==> src/hw/serial_port_pkg.sv <==
// Shared constants for the 8-bit serial shift port: register map, field
// positions, reset values, timing counts and the transfer state type.
// Assumes a core clock at the oscillator rate; one instruction = 6 clocks.
`default_nettype none
package serial_port_pkg;

  // Peripheral register port addresses (the Y' pointer value).
  localparam int          ADDR_W                 = 3;
  localparam logic [2:0]  ADDR_SERIAL_CONTROL    = 3'h1;
  localparam logic [2:0]  ADDR_SERIAL_SHIFT_DATA = 3'h2;

  // Widths of the register port and of the shift register.
  localparam int          NIBBLE_W = 4;
  localparam int          BYTE_W   = 8;

  // Control register field positions.
  localparam int          CTRL_START_BIT  = 0;
  localparam int          CTRL_EXTCLK_BIT = 1;
  localparam int          CTRL_DIR_BIT    = 3;
  localparam int          STATUS_EOT_BIT  = 0;

  // Reset values.
  localparam logic [3:0]  CTRL_RESET  = 4'h0;
  localparam logic [7:0]  SHIFT_RESET = 8'h00;
  localparam logic [2:0]  BITCNT_ZERO = 3'h0;
  localparam logic [2:0]  BITCNT_ONE  = 3'h1;
  localparam logic [2:0]  BITCNT_LAST = 3'h7;

  // Timing: core clock period, oscillator clocks per instruction and the
  // start guard expressed in instructions.
  localparam int          CLK_PERIOD_NS    = 8;
  localparam int          INSTR_OSC_CYCLES = 6;
  localparam int          GUARD_INSTR      = 2;
  localparam int          GUARD_CYCLES     = GUARD_INSTR * INSTR_OSC_CYCLES;
  localparam int          PRE_W            = 16;

  // Transfer sequencer states.
  typedef enum logic [1:0] {
    ST_IDLE,
    ST_ARMED,
    ST_SHIFT
  } state_t;

endpackage
`default_nettype wire

==> src/hw/byte_fifo.sv <==
// Small synchronous FIFO holding received bytes until software reads them.
// Assumes one clock and a synchronous active-high reset.
`timescale 1ns/1ps
`default_nettype none
module byte_fifo #(
  parameter int WIDTH = 8,
  parameter int DEPTH = 8
) (
  input  wire logic             core_clk,
  input  wire logic             rst,
  input  wire logic [WIDTH-1:0] inData,
  input  wire logic             inValid,
  output logic                  inReady,
  output logic      [WIDTH-1:0] outData,
  output logic                  outValid,
  input  wire logic             outReady
);

  localparam int AW = (DEPTH > 1) ? $clog2(DEPTH) : 1;

  // Pointer wrap relies on a power-of-two depth.
  initial begin
    if (DEPTH < 2 || (DEPTH & (DEPTH - 1)) != 0 || WIDTH < 1) begin
      $error("byte_fifo: DEPTH must be a power of two >= 2");
    end
  end

  logic [WIDTH-1:0] mem [DEPTH];  // Storage array.
  logic [AW-1:0]    wrPtr;        // Next slot to fill.
  logic [AW-1:0]    rdPtr;        // Oldest entry.
  logic [AW:0]      count;        // Entries held.
  logic             push;
  logic             pop;

  assign inReady  = (count != (AW+1)'(DEPTH));
  assign outValid = (count != '0);
  assign outData  = mem[rdPtr];
  assign push     = inValid && inReady;
  assign pop      = outValid && outReady;

  // Storage write; no reset needed on the data array.
  always_ff @(posedge core_clk) begin
    if (push) begin
      mem[wrPtr] <= inData;
    end
  end

  // Pointer and occupancy bookkeeping.
  always_ff @(posedge core_clk) begin
    if (rst) begin
      wrPtr <= '0;
      rdPtr <= '0;
      count <= '0;
    end else begin
      if (push) begin
        wrPtr <= wrPtr + 1'b1;
      end
      if (pop) begin
        rdPtr <= rdPtr + 1'b1;
      end
      count <= count + (AW+1)'(push) - (AW+1)'(pop);
    end
  end

endmodule
`default_nettype wire

==> src/hw/serial_shift_port.sv <==
// Serial shift port: nibble-wide control and shift registers on the
// peripheral register port, clock and data pins toward a serial peer.
// Assumes pin inputs are synchronous to core_clk and the prescaler stop
// level arrives from the timer block as a plain input.
`timescale 1ns/1ps
`default_nettype none
// Functional notes
// - Control bit 0 write starts transfer.
// - External clock: wait armed for edge.
// - Control bit 3 sets bidir direction.
// - Bit order is build parameter.
// - Three-wire: drive falling, sample rising.
// - Two-wire: same pin both directions.
// - Internal clock driven; interrupt after eight.
// - Internal clock from instruction prescaler.
// - Prescaler stop freezes serial operation.
// - Register write mid-transfer aborts it.
// - Early first edge lost: seven shifts.
// - End flag set at eight, start clears.
// - Shift data written a nibble per Y.
// - Preloaded byte shifted out serially.
// - Reads return nibble chosen by Y.
// - Control read shows end flag bit 0.
// - Values 1000 then 1001 transmit internally.
module serial_shift_port
  import serial_port_pkg::*;
#(
  parameter bit MSB_FIRST    = 1'b1,
  parameter int PRESCALE_DIV = 2,
  parameter int INSTR_CYCLES = serial_port_pkg::INSTR_OSC_CYCLES,
  parameter int FIFO_DEPTH   = 8
) (
  input  wire logic                                 core_clk,
  input  wire logic                                 rst,
  input  wire logic [serial_port_pkg::ADDR_W-1:0]   regAddr,
  input  wire logic [serial_port_pkg::NIBBLE_W-1:0] regWrData,
  input  wire logic                                 regWr,
  input  wire logic                                 regRd,
  input  wire logic                                 yIndexLsb,
  input  wire logic                                 prescalerStop,
  input  wire logic                                 sckIn,
  input  wire logic                                 bidirIn,
  output logic      [serial_port_pkg::NIBBLE_W-1:0] regRdData,
  output logic                                      sckOut,
  output logic                                      sckOe_n,
  output logic                                      dedicatedOut,
  output logic                                      bidirOut,
  output logic                                      bidirOe_n,
  output logic                                      serialIrq
);
  import serial_port_pkg::*;

  localparam int HALF_CYCLES = (INSTR_CYCLES * PRESCALE_DIV) / 2;

  // The prescaler only offers powers of two from 2 to 4096.
  initial begin
    if (PRESCALE_DIV < 2 || PRESCALE_DIV > 4096 || (PRESCALE_DIV & (PRESCALE_DIV - 1)) != 0
        || INSTR_CYCLES < 2 || HALF_CYCLES >= (1 << PRE_W)) begin
      $error("serial_shift_port: unsupported prescaler setting");
    end
  end

  state_t             state;        // Transfer sequencer.
  logic [3:0]         ctrl;         // Mode bits as last written.
  logic               eotFlag;      // End-of-transfer flag.
  logic [7:0]         shiftReg;     // Parallel/serial shift register.
  logic [2:0]         bitCnt;       // Serial clock counter.
  logic [PRE_W-1:0]   preCnt;       // Prescaler half-period counter.
  logic [PRE_W-1:0]   guardCnt;     // Start guard countdown.
  logic               sckPrev;      // Previous sampled clock pin level.
  logic               rxPush;       // Completed byte waiting to be queued.
  logic [7:0]         rxByte;       // Completed byte.
  logic               fifoInReady;
  logic [7:0]         fifoOutData;
  logic               fifoOutValid;
  logic               fifoPop;
  logic               extMode;
  logic               wrCtrl;
  logic               wrData;
  logic               startReq;
  logic               abortReq;
  logic               intTick;
  logic               fallEv;
  logic               riseEv;
  logic               lastShift;
  logic [7:0]         next_shift;

  assign extMode  = ctrl[CTRL_EXTCLK_BIT];
  assign wrCtrl   = regWr && (regAddr == ADDR_SERIAL_CONTROL);
  assign wrData   = regWr && (regAddr == ADDR_SERIAL_SHIFT_DATA);
  assign startReq = wrCtrl && regWrData[CTRL_START_BIT];
  assign abortReq = (wrCtrl || wrData) && (state != ST_IDLE);

  assign intTick = (preCnt == PRE_W'(HALF_CYCLES - 1));

  // stop gates every edge. edges from either clock source.
  assign fallEv = !prescalerStop && (extMode ? (sckPrev && !sckIn) : (intTick && sckOut));
  assign riseEv = !prescalerStop && (extMode ? (!sckPrev && sckIn) : (intTick && !sckOut));

  assign lastShift = (state == ST_SHIFT) && riseEv && (bitCnt == BITCNT_LAST);

  // bit order picks the shift direction. input always from bidir pin.
  assign next_shift = MSB_FIRST ? {shiftReg[6:0], bidirIn} : {bidirIn, shiftReg[7:1]};

  // Popping happens when software reads the upper nibble of a queued byte.
  assign fifoPop = regRd && (regAddr == ADDR_SERIAL_SHIFT_DATA) && yIndexLsb && fifoOutValid;

  // Control register; mode bits take effect on the write, and the pin enables follow one clock later.
  always_ff @(posedge core_clk) begin
    if (rst) begin
      ctrl <= CTRL_RESET;
    end else if (wrCtrl) begin
      ctrl <= regWrData;
    end
  end

  // Sequencer: idle, armed waiting for guard and room, shifting.
  always_ff @(posedge core_clk) begin
    if (rst) begin
      state <= ST_IDLE;
    end else if (startReq) begin
      state <= ST_ARMED;
    end else if (abortReq || lastShift) begin
      state <= ST_IDLE;
    end else if (state == ST_ARMED && guardCnt == '0 && fifoInReady && !prescalerStop) begin
      // armed until ready for the first edge.
      state <= ST_SHIFT;
    end
  end

  // Start guard; counted in core clocks during the armed phase.
  always_ff @(posedge core_clk) begin
    if (rst) begin
      guardCnt <= '0;
    end else if (startReq) begin
      guardCnt <= PRE_W'(GUARD_INSTR * INSTR_CYCLES);
    end else if (guardCnt != '0 && !prescalerStop) begin
      guardCnt <= guardCnt - 1'b1;
    end
  end

  // Serial clock counter; an early external falling edge costs one shift.
  always_ff @(posedge core_clk) begin
    if (rst) begin
      bitCnt <= BITCNT_ZERO;
    end else if (startReq || abortReq) begin
      bitCnt <= BITCNT_ZERO;
    end else if (state == ST_ARMED && extMode && fallEv && guardCnt != '0) begin
      bitCnt <= BITCNT_ONE;
    end else if (state == ST_SHIFT && riseEv) begin
      bitCnt <= bitCnt + 1'b1;
    end
  end

  // Shift register: nibble loads from software, one bit per rising edge.
  always_ff @(posedge core_clk) begin
    if (rst) begin
      shiftReg <= SHIFT_RESET;
    end else if (wrData) begin
      if (yIndexLsb) begin
        shiftReg[7:4] <= regWrData;
      end else begin
        shiftReg[3:0] <= regWrData;
      end
    end else if (state == ST_SHIFT && riseEv) begin
      shiftReg <= next_shift;
    end
  end

  // Outgoing data bit; each data pin has its own flop, and both load the same bit.
  always_ff @(posedge core_clk) begin
    if (rst) begin
      dedicatedOut <= 1'b1;
      bidirOut     <= 1'b1;
    end else if (state == ST_SHIFT && fallEv) begin
      dedicatedOut <= MSB_FIRST ? shiftReg[7] : shiftReg[0];
      bidirOut     <= MSB_FIRST ? shiftReg[7] : shiftReg[0];
    end
  end

  // Pin directions; the enables are low while driving.
  always_ff @(posedge core_clk) begin
    if (rst) begin
      bidirOe_n <= 1'b1;
      sckOe_n   <= 1'b1;
    end else begin
      bidirOe_n <= !ctrl[CTRL_DIR_BIT];
      sckOe_n   <= extMode;
    end
  end

  // Prescaler counter; restarts from zero whenever it is stopped or idle.
  always_ff @(posedge core_clk) begin
    if (rst) begin
      preCnt <= '0;
    end else if (prescalerStop || state != ST_SHIFT || extMode || intTick) begin
      preCnt <= '0;
    end else begin
      preCnt <= preCnt + 1'b1;
    end
  end

  // Internal serial clock output.
  always_ff @(posedge core_clk) begin
    if (rst) begin
      sckOut <= 1'b1;
    end else if (state != ST_SHIFT || extMode || abortReq || lastShift) begin
      sckOut <= 1'b1;
    end else if (intTick && !prescalerStop) begin
      sckOut <= !sckOut;
    end
  end

  // External clock history for edge detection.
  always_ff @(posedge core_clk) begin
    if (rst) begin
      sckPrev <= 1'b1;
    end else begin
      sckPrev <= sckIn;
    end
  end

  // End flag and completion pulse; completion wins over a clearing start.
  always_ff @(posedge core_clk) begin
    if (rst) begin
      eotFlag   <= 1'b0;
      serialIrq <= 1'b0;
    end else begin
      serialIrq <= lastShift;
      if (lastShift) begin
        eotFlag <= 1'b1;
      end else if (startReq) begin
        eotFlag <= 1'b0;
      end
    end
  end

  // Completed byte is handed to the receive queue one cycle later.
  always_ff @(posedge core_clk) begin
    if (rst) begin
      rxPush <= 1'b0;
      rxByte <= SHIFT_RESET;
    end else begin
      rxPush <= lastShift;
      if (lastShift) begin
        rxByte <= next_shift;
      end
    end
  end

  // Register reads; data reads show the oldest queued byte, else the shifter.
  always_ff @(posedge core_clk) begin
    if (rst) begin
      regRdData <= '0;
    end else if (regRd) begin
      unique case (regAddr)
        ADDR_SERIAL_CONTROL: regRdData <= {ctrl[CTRL_DIR_BIT], 1'b0, extMode, eotFlag};
        ADDR_SERIAL_SHIFT_DATA: begin
          if (fifoOutValid) begin
            regRdData <= yIndexLsb ? fifoOutData[7:4] : fifoOutData[3:0];
          end else begin
            regRdData <= yIndexLsb ? shiftReg[7:4] : shiftReg[3:0];
          end
        end
        default: regRdData <= '0;
      endcase
    end
  end

  // Receive queue; a full queue holds new transfers in the armed state.
  byte_fifo #(
    .WIDTH (BYTE_W),
    .DEPTH (FIFO_DEPTH)
  ) rx_fifo (
    .core_clk (core_clk),
    .rst      (rst),
    .inData   (rxByte),
    .inValid  (rxPush),
    .inReady  (fifoInReady),
    .outData  (fifoOutData),
    .outValid (fifoOutValid),
    .outReady (fifoPop)
  );
endmodule
`default_nettype wire

==> config.mk <==
export PLATFORM = sky130hd
export DESIGN_NAME = serial_shift_port
export DESIGN_NICKNAME = d
export VERILOG_FILES = /design/src/hw/serial_port_pkg.sv /design/src/hw/byte_fifo.sv /design/src/hw/serial_shift_port.sv
export SDC_FILE = /design/constraint.sdc
export NUM_CORES = 1
export LEC_CHECK = 0
export ABC_AREA = 0
export BUFFER_PORTS_ARGS = -buffer_cell sky130_fd_sc_hd__buf_2
export CORE_ASPECT_RATIO = 1.1
export CORE_MARGIN = 3
export CORE_UTILIZATION = 33
export CTS_CLUSTER_DIAMETER = 100
export CTS_CLUSTER_SIZE = 25
export DETAILED_ROUTE_END_ITERATION = 16
export PLACE_DENSITY = 0.48
export SKIP_CTS_REPAIR_TIMING = 1
export SLEW_MARGIN = 20
export SYNTH_ARGS = -nofsm -noshare
export SYNTH_HDL_FRONTEND = slang
export SYNTH_SLANG_ARGS = --single-unit
==> constraint.sdc <==
create_clock -name core_clk -period 5.6 [get_ports core_clk]
set_clock_uncertainty 0.15 [all_clocks]
set_input_delay 0.28 -clock core_clk [delete_from_list [all_inputs] [get_ports core_clk]]
set_output_delay 0.28 -clock core_clk [all_outputs]
set_load 0.05 [all_outputs]
Yosys cells after proc, flatten, opt, wreduce, memory -nomap -nowiden:

Memories as Yosys holds them, arrays and structs flattened. A register that Yosys moved wholly into a read port is not among the register bits.
Cells that the tools add are included.

* register bits: 78
* memory bits (writable): 64
* output and inout port bits: 10
* memories kept: 1

* add/subtract/negate cells: 7
* eq/ne operators: 10
* multiplexer cells: 23
* reduce and logical (&&, ||, !) cells: 57

Memories
* rx_fifo.mem: depth 8, width 8, read ports 1, clocked after Yosys merged registers in 1, write ports 1, line byte_fifo.sv:28 `logic [WIDTH-1:0] mem [DEPTH];`

Operator list (number)
* $mux W4: 7
* $logic_and A1 B1 Y1: 26
* $add A16 B1 Y16 const B: 1
* $eq A16 B3 Y1 const B: 1
* $logic_not A16 Y1: 1
* $mux W8: 2
* $reduce_bool A16 Y1: 1
* $sub A16 B1 Y16 const B: 1
* $mux W1: 11
* $reduce_bool A2 Y1: 5
* $add A3 B1 Y3 const B: 3
* $logic_or A1 B1 Y1: 9
* $pmux W4 S2: 1
* $reduce_or A2 Y1: 4
* $mux W3: 2
* $ne A2 B2 Y1 const B: 3
* $reduce_or A3 Y1: 2
* $logic_not A1 Y1: 5
* $add A4 B1 Y4: 1
* $ne A4 B4 Y1 const B: 1
* $reduce_and A2 Y1: 2
* $reduce_bool A4 Y1: 1
* $sub A4 B1 Y4: 1
* $eq A3 B1 Y1 const B: 1
* other kinds (5): 5

Depth between registers and ports, before layout:

* depth after elaboration: 9
* depth in mapped cells: 11
* gate-level depth less buffers: 11

Cells and area by module:

Synthesis repeated with hierarchy kept, for this count alone.

* cells, all modules: 552
* area total of the unflattened synthesis: 6670.1 um^2

By module, submodules not included
* serial_shift_port: instances 1, cells an instance 379, area an instance 3480.8 um^2, sequential area each 1321.3 um^2
* byte_fifo: instances 1, cells an instance 173, area an instance 3189.3 um^2, sequential area each 2182.1 um^2

Worst setup path after synthesis:

OpenSTA, ideal clock, no wires.

* path type: flip-flop to flip-flop
* start: register rx_fifo.count[2]
* end: register rx_fifo.count[2]
* library setup time: 0.128 ns
* arrival: 2.319 ns
* path slack: 3.004 ns
* stages on the path, launching flop included: 11
* buffers on the path: 0
* path through: dfxtp_1 inv_1 ha_1 nor3b_1 nor4b_2 ha_1 inv_1 ha_1 fa_1 xnor2_1 nor2_1

* cells in the longest elaborated chain, start to end: 4

Ends and longest elaborated chain
* from (decl): line byte_fifo.sv:31 `logic [AW:0] count;`
* from (signal assigned): line byte_fifo.sv:61 `count <= count + (AW+1)'(push) - (AW+1)'(pop);`
* $ne A4 B4 Y1 / $reduce_bool A4 Y1 (equally long branches): line byte_fifo.sv:35, byte_fifo.sv:36
* $logic_and A1 B1 Y1, on equally long branches: line byte_fifo.sv:38, serial_shift_port.sv:106
* $add A4 B1 Y4 / $logic_and A1 B1 Y1 (equally long branches): line byte_fifo.sv:61, byte_fifo.sv:39
* $sub A4 B1 Y4 *: line byte_fifo.sv:61

Every way passes the cells marked *; elsewhere a longest branch is shown, timed or not.
A chain may end at the register's enable or synchronous reset.

Worst setup path after layout:

* start: register rx_fifo.count[2]
* end: register rx_fifo.count[1]

Same word-level chain as after synthesis.

==> results.sh <==
export IMPL_netlist_area_sq_mm=0.006301
export IMPL_clockBufferDepth=2
export IMPL_avgSynthCellArea_sq_um=11.65
export IMPL_crit_type="flop to flop"
export IMPL_path_buf_inv=2
export IMPL_port_buffers=24
export IMPL_leakage_nw=2.299
export IMPL_path_cells="inv_1, ha_1, nor3b_2, nor4b_2, ha_1, inv_1, ha_1, fa_1, nor2b_1"
export IMPL_ys_seq_elements=143
export IMPL_drive_gt1_share_pct=15.72
export IMPL_violations="negative hold slack"
export IMPL_synth_area_leaders="edfxtp_1 31%, dfxtp_1 25%, mux4_2 4.3%"
export IMPL_num_rows=52
export IMPL_clockRootBuffer="clkbuf_16"
export IMPL_whs_ns=-0.02126
export IMPL_fp_dieH_um=150.9
export IMPL_critPathSlowestCell="nor4b_2"
export IMPL_n_fill_cell=1773
export IMPL_synthToLayoutAreaGrowth_pct=15.61
export IMPL_io_pins=25
export IMPL_outcome="finished, violations left"
export IMPL_fin_nets=596
export IMPL_yosys_warnings=0
export IMPL_slew_limit_headroom_pct=45.21
export IMPL_crit_top_cell="ha_1"
export IMPL_tritoncts="yes"
export IMPL_maxCapViolCount=0
export IMPL_drc=0
export IMPL_antenna_found_initial=2
export IMPL_clk_pin_slew_ns=0.06
export IMPL_track_usage_pct=13.92
export IMPL_endpoint_kind="flop"
export IMPL_htreeDepth=4
export IMPL_pre_cts_ws_ns=2.486
export IMPL_gp_congestion=0.7571
export IMPL_ys_seq_area_share_pct=55.60
export IMPL_worst_pin_slew_ns=0.8188
export IMPL_power_density_mw_per_mm2=389.9
export IMPL_fmax_ghz=0.3637
export IMPL_fin_ws_ns=2.850
export IMPL_cts_sinks=143
export IMPL_cpPeakStageDelay_ns=0.54
export IMPL_wirelength_um=13510
export IMPL_fin_util_pct=39.28
export IMPL_clock_latency_ns=0.41
export IMPL_dr_pass1_iters=4
export IMPL_startpoint_type="flop"
export IMPL_crit_path_max_fanout=7
export IMPL_crit_family="adder cells"
export IMPL_vias=4149
export IMPL_yosysTopAreaCell="edfxtp_1"
export IMPL_vias_per_cell=5.041
export IMPL_ant_nets=0
export IMPL_synth_edf_count=64
export IMPL_numCtsBuffers=17
export IMPL_hold_path_class="primary input to flop"
export IMPL_setup_viol=0
export IMPL_grt_pass1_wl_um=22000
export IMPL_synthesis_nets=571
export IMPL_netlist_instances=541
export IMPL_start_util_pct=33.98
export IMPL_hold_violations=1
export IMPL_core_sq_mm=0.01854
export IMPL_grt_max_degree=34
export IMPL_post_layout_total_power_mw=2.840
export IMPL_drt_initial_drc_count=236
export IMPL_slew_viol_final=0
export IMPL_yosys_area_top_type_share_pct=30.50
export IMPL_die_w_um=137.8
export IMPL_place_hpwl_um=9422
export IMPL_die_area_sq_mm=0.02079
export IMPL_rsz0062_at_grt="false"
export IMPL_critPathRequiredTime_ns=5.72
export IMPL_avgRoutedWirePerCell_um=16.41
export IMPL_ys_types=61
export IMPL_irDropWorstVdd_uv=257.7
export IMPL_fin_tns_setup_ns=0
export IMPL_min_period_ns=2.750
export IMPL_synthFlopType="dfxtp_1"
export IMPL_grt_pass1_vias=4110
export IMPL_cp_data_arrival_time_ns=2.87
export IMPL_fin_crit_sh_pct=49.11
export IMPL_grt_ovfl_total=0
export IMPL_synthArstFlopShare_pct=0
[metal layers]
metal / vias up / track usage [%] / share of wire, %
met4: 2 / 5.731 / 2.0
li1: 2035 / - / -
met3: 21 / 3.189 / 2.7
met1: 2024 / 17.74 / 46
met2: 67 / 22.78 / 49
met5: - / 0 / 0.096
[cell families after synthesis]
family | after synthesis | share of synthesized area, %
simple gates | 195 | 16.24
flops | 143 | 55.60
compound gates | 75 | 9.234
buf+inv | 43 | 2.939
mux | 36 | 8.161
xor+xnor | 34 | 4.726
fa+ha+maj | 15 | 3.098
[cells in the mapped netlist, types with 3 or more instances]
cell type,instances
a2111oi_2,3
a211oi_1,25
a21oi_1,13
a22oi_1,3
and3_1,11
buf_2,6
clkbuf_1,14
dfxtp_1,79
edfxtp_1,64
ha_1,14
inv_1,18
mux2_2,3
mux2i_1,21
mux4_2,12
nand2_1,34
nand2b_1,6
nand3_1,12
nand3b_1,3
nand4_1,13
nor2_1,64
nor2b_1,17
nor3_1,10
o2111ai_1,3
o21ai_0,7
o22ai_1,3
o31ai_1,3
or3_1,3
xnor2_1,20
xor2_1,14
[final cells by class]
| type | instances | area (sq um) | area share [%] |
|---|---|---|---|
| Sequential cell | 143 | 3503 | 48.09 |
| Multi-Input combinational cell | 355 | 2618 | 35.93 |
| Clock buffer | 18 | 429.2 | 5.891 |
| Tap cell | 243 | 304.0 | 4.174 |
| Clock inverter | 14 | 182.7 | 2.508 |
| Timing Repair Buffer | 31 | 177.7 | 2.439 |
| Inverter | 18 | 67.56 | 0.9275 |
| Antenna cell | 1 | 2.502 | 0.03435 |
[path summary, 6_finish.rpt]
kind	slack [ns]	cells past startpoint	to	startpoint
worst max-delay path	2.85	9	rx_fifo.count[1]	rx_fifo.count[2]
worst min-delay path	-0.02	3	ctrl[3]	regWrData[3]
worst max register to register	2.85	9	rx_fifo.count[1]	rx_fifo.count[2]
worst min register to register	0.32	2	eotFlag	eotFlag
[tightest hold or removal path, delay by kind of cell]
family	cells	cell delay [ns]
compound gates	1	0.05
simple gates	1	0.05
buf+inv	1	0.12
[state kept, by name (all words and copies together), names as in the netlist, 2 cells and up, named ones only]
register,count
guardCnt,16
rxByte,8
state,2
rx_fifo.rdPtr,3
ctrl,2
bitCnt,3
regRdData,4
preCnt,16
shiftReg,8
rx_fifo.mem,64
rx_fifo.count,4
rx_fifo.wrPtr,3
[where the power goes]
| group | internal, mW | leakage [nW] | switching [mW] |
|---|---|---|---|
| logic | 0.191 | 0.924 | 0.305 |
| clock network | 0.709 | 0.295 | 0.452 |
| registers | 1.13 | 1.08 | 0.0518 |
| total | 2.03 | 2.30 | 0.809 |
[through the flow]
step	area, sq um	instances	hold slack [ns]
after floorplan	6301	541	0.2209
after global placement	6645	788	0.3010
after detailed placement	6645	788	0.3060
after CTS	7257	820	-0.08938
after global routing	7284	823	0.002303
final	7284	823	-0.02126
[cell usage in the layout, fill, tap and decap left out, drive strengths merged, types with 7 or more instances in the layout]
master,synthesis,routed
clkinv,0,7
clkbuf,15,18
mux4,12,12
xnor2,20,20
nor2b,17,17
mux2i,21,21
buf,10,29
nand2,34,34
inv,18,21
edfxtp,64,64
a21oi,13,13
nand3,12,12
dfxtp,79,79
xor2,14,14
o21ai,7,7
nor2,64,64
nand4,14,14
and3,11,11
nor3,10,10
a211oi,25,25
ha,14,14
No activity file was read; power rests on OpenSTA's default activity.
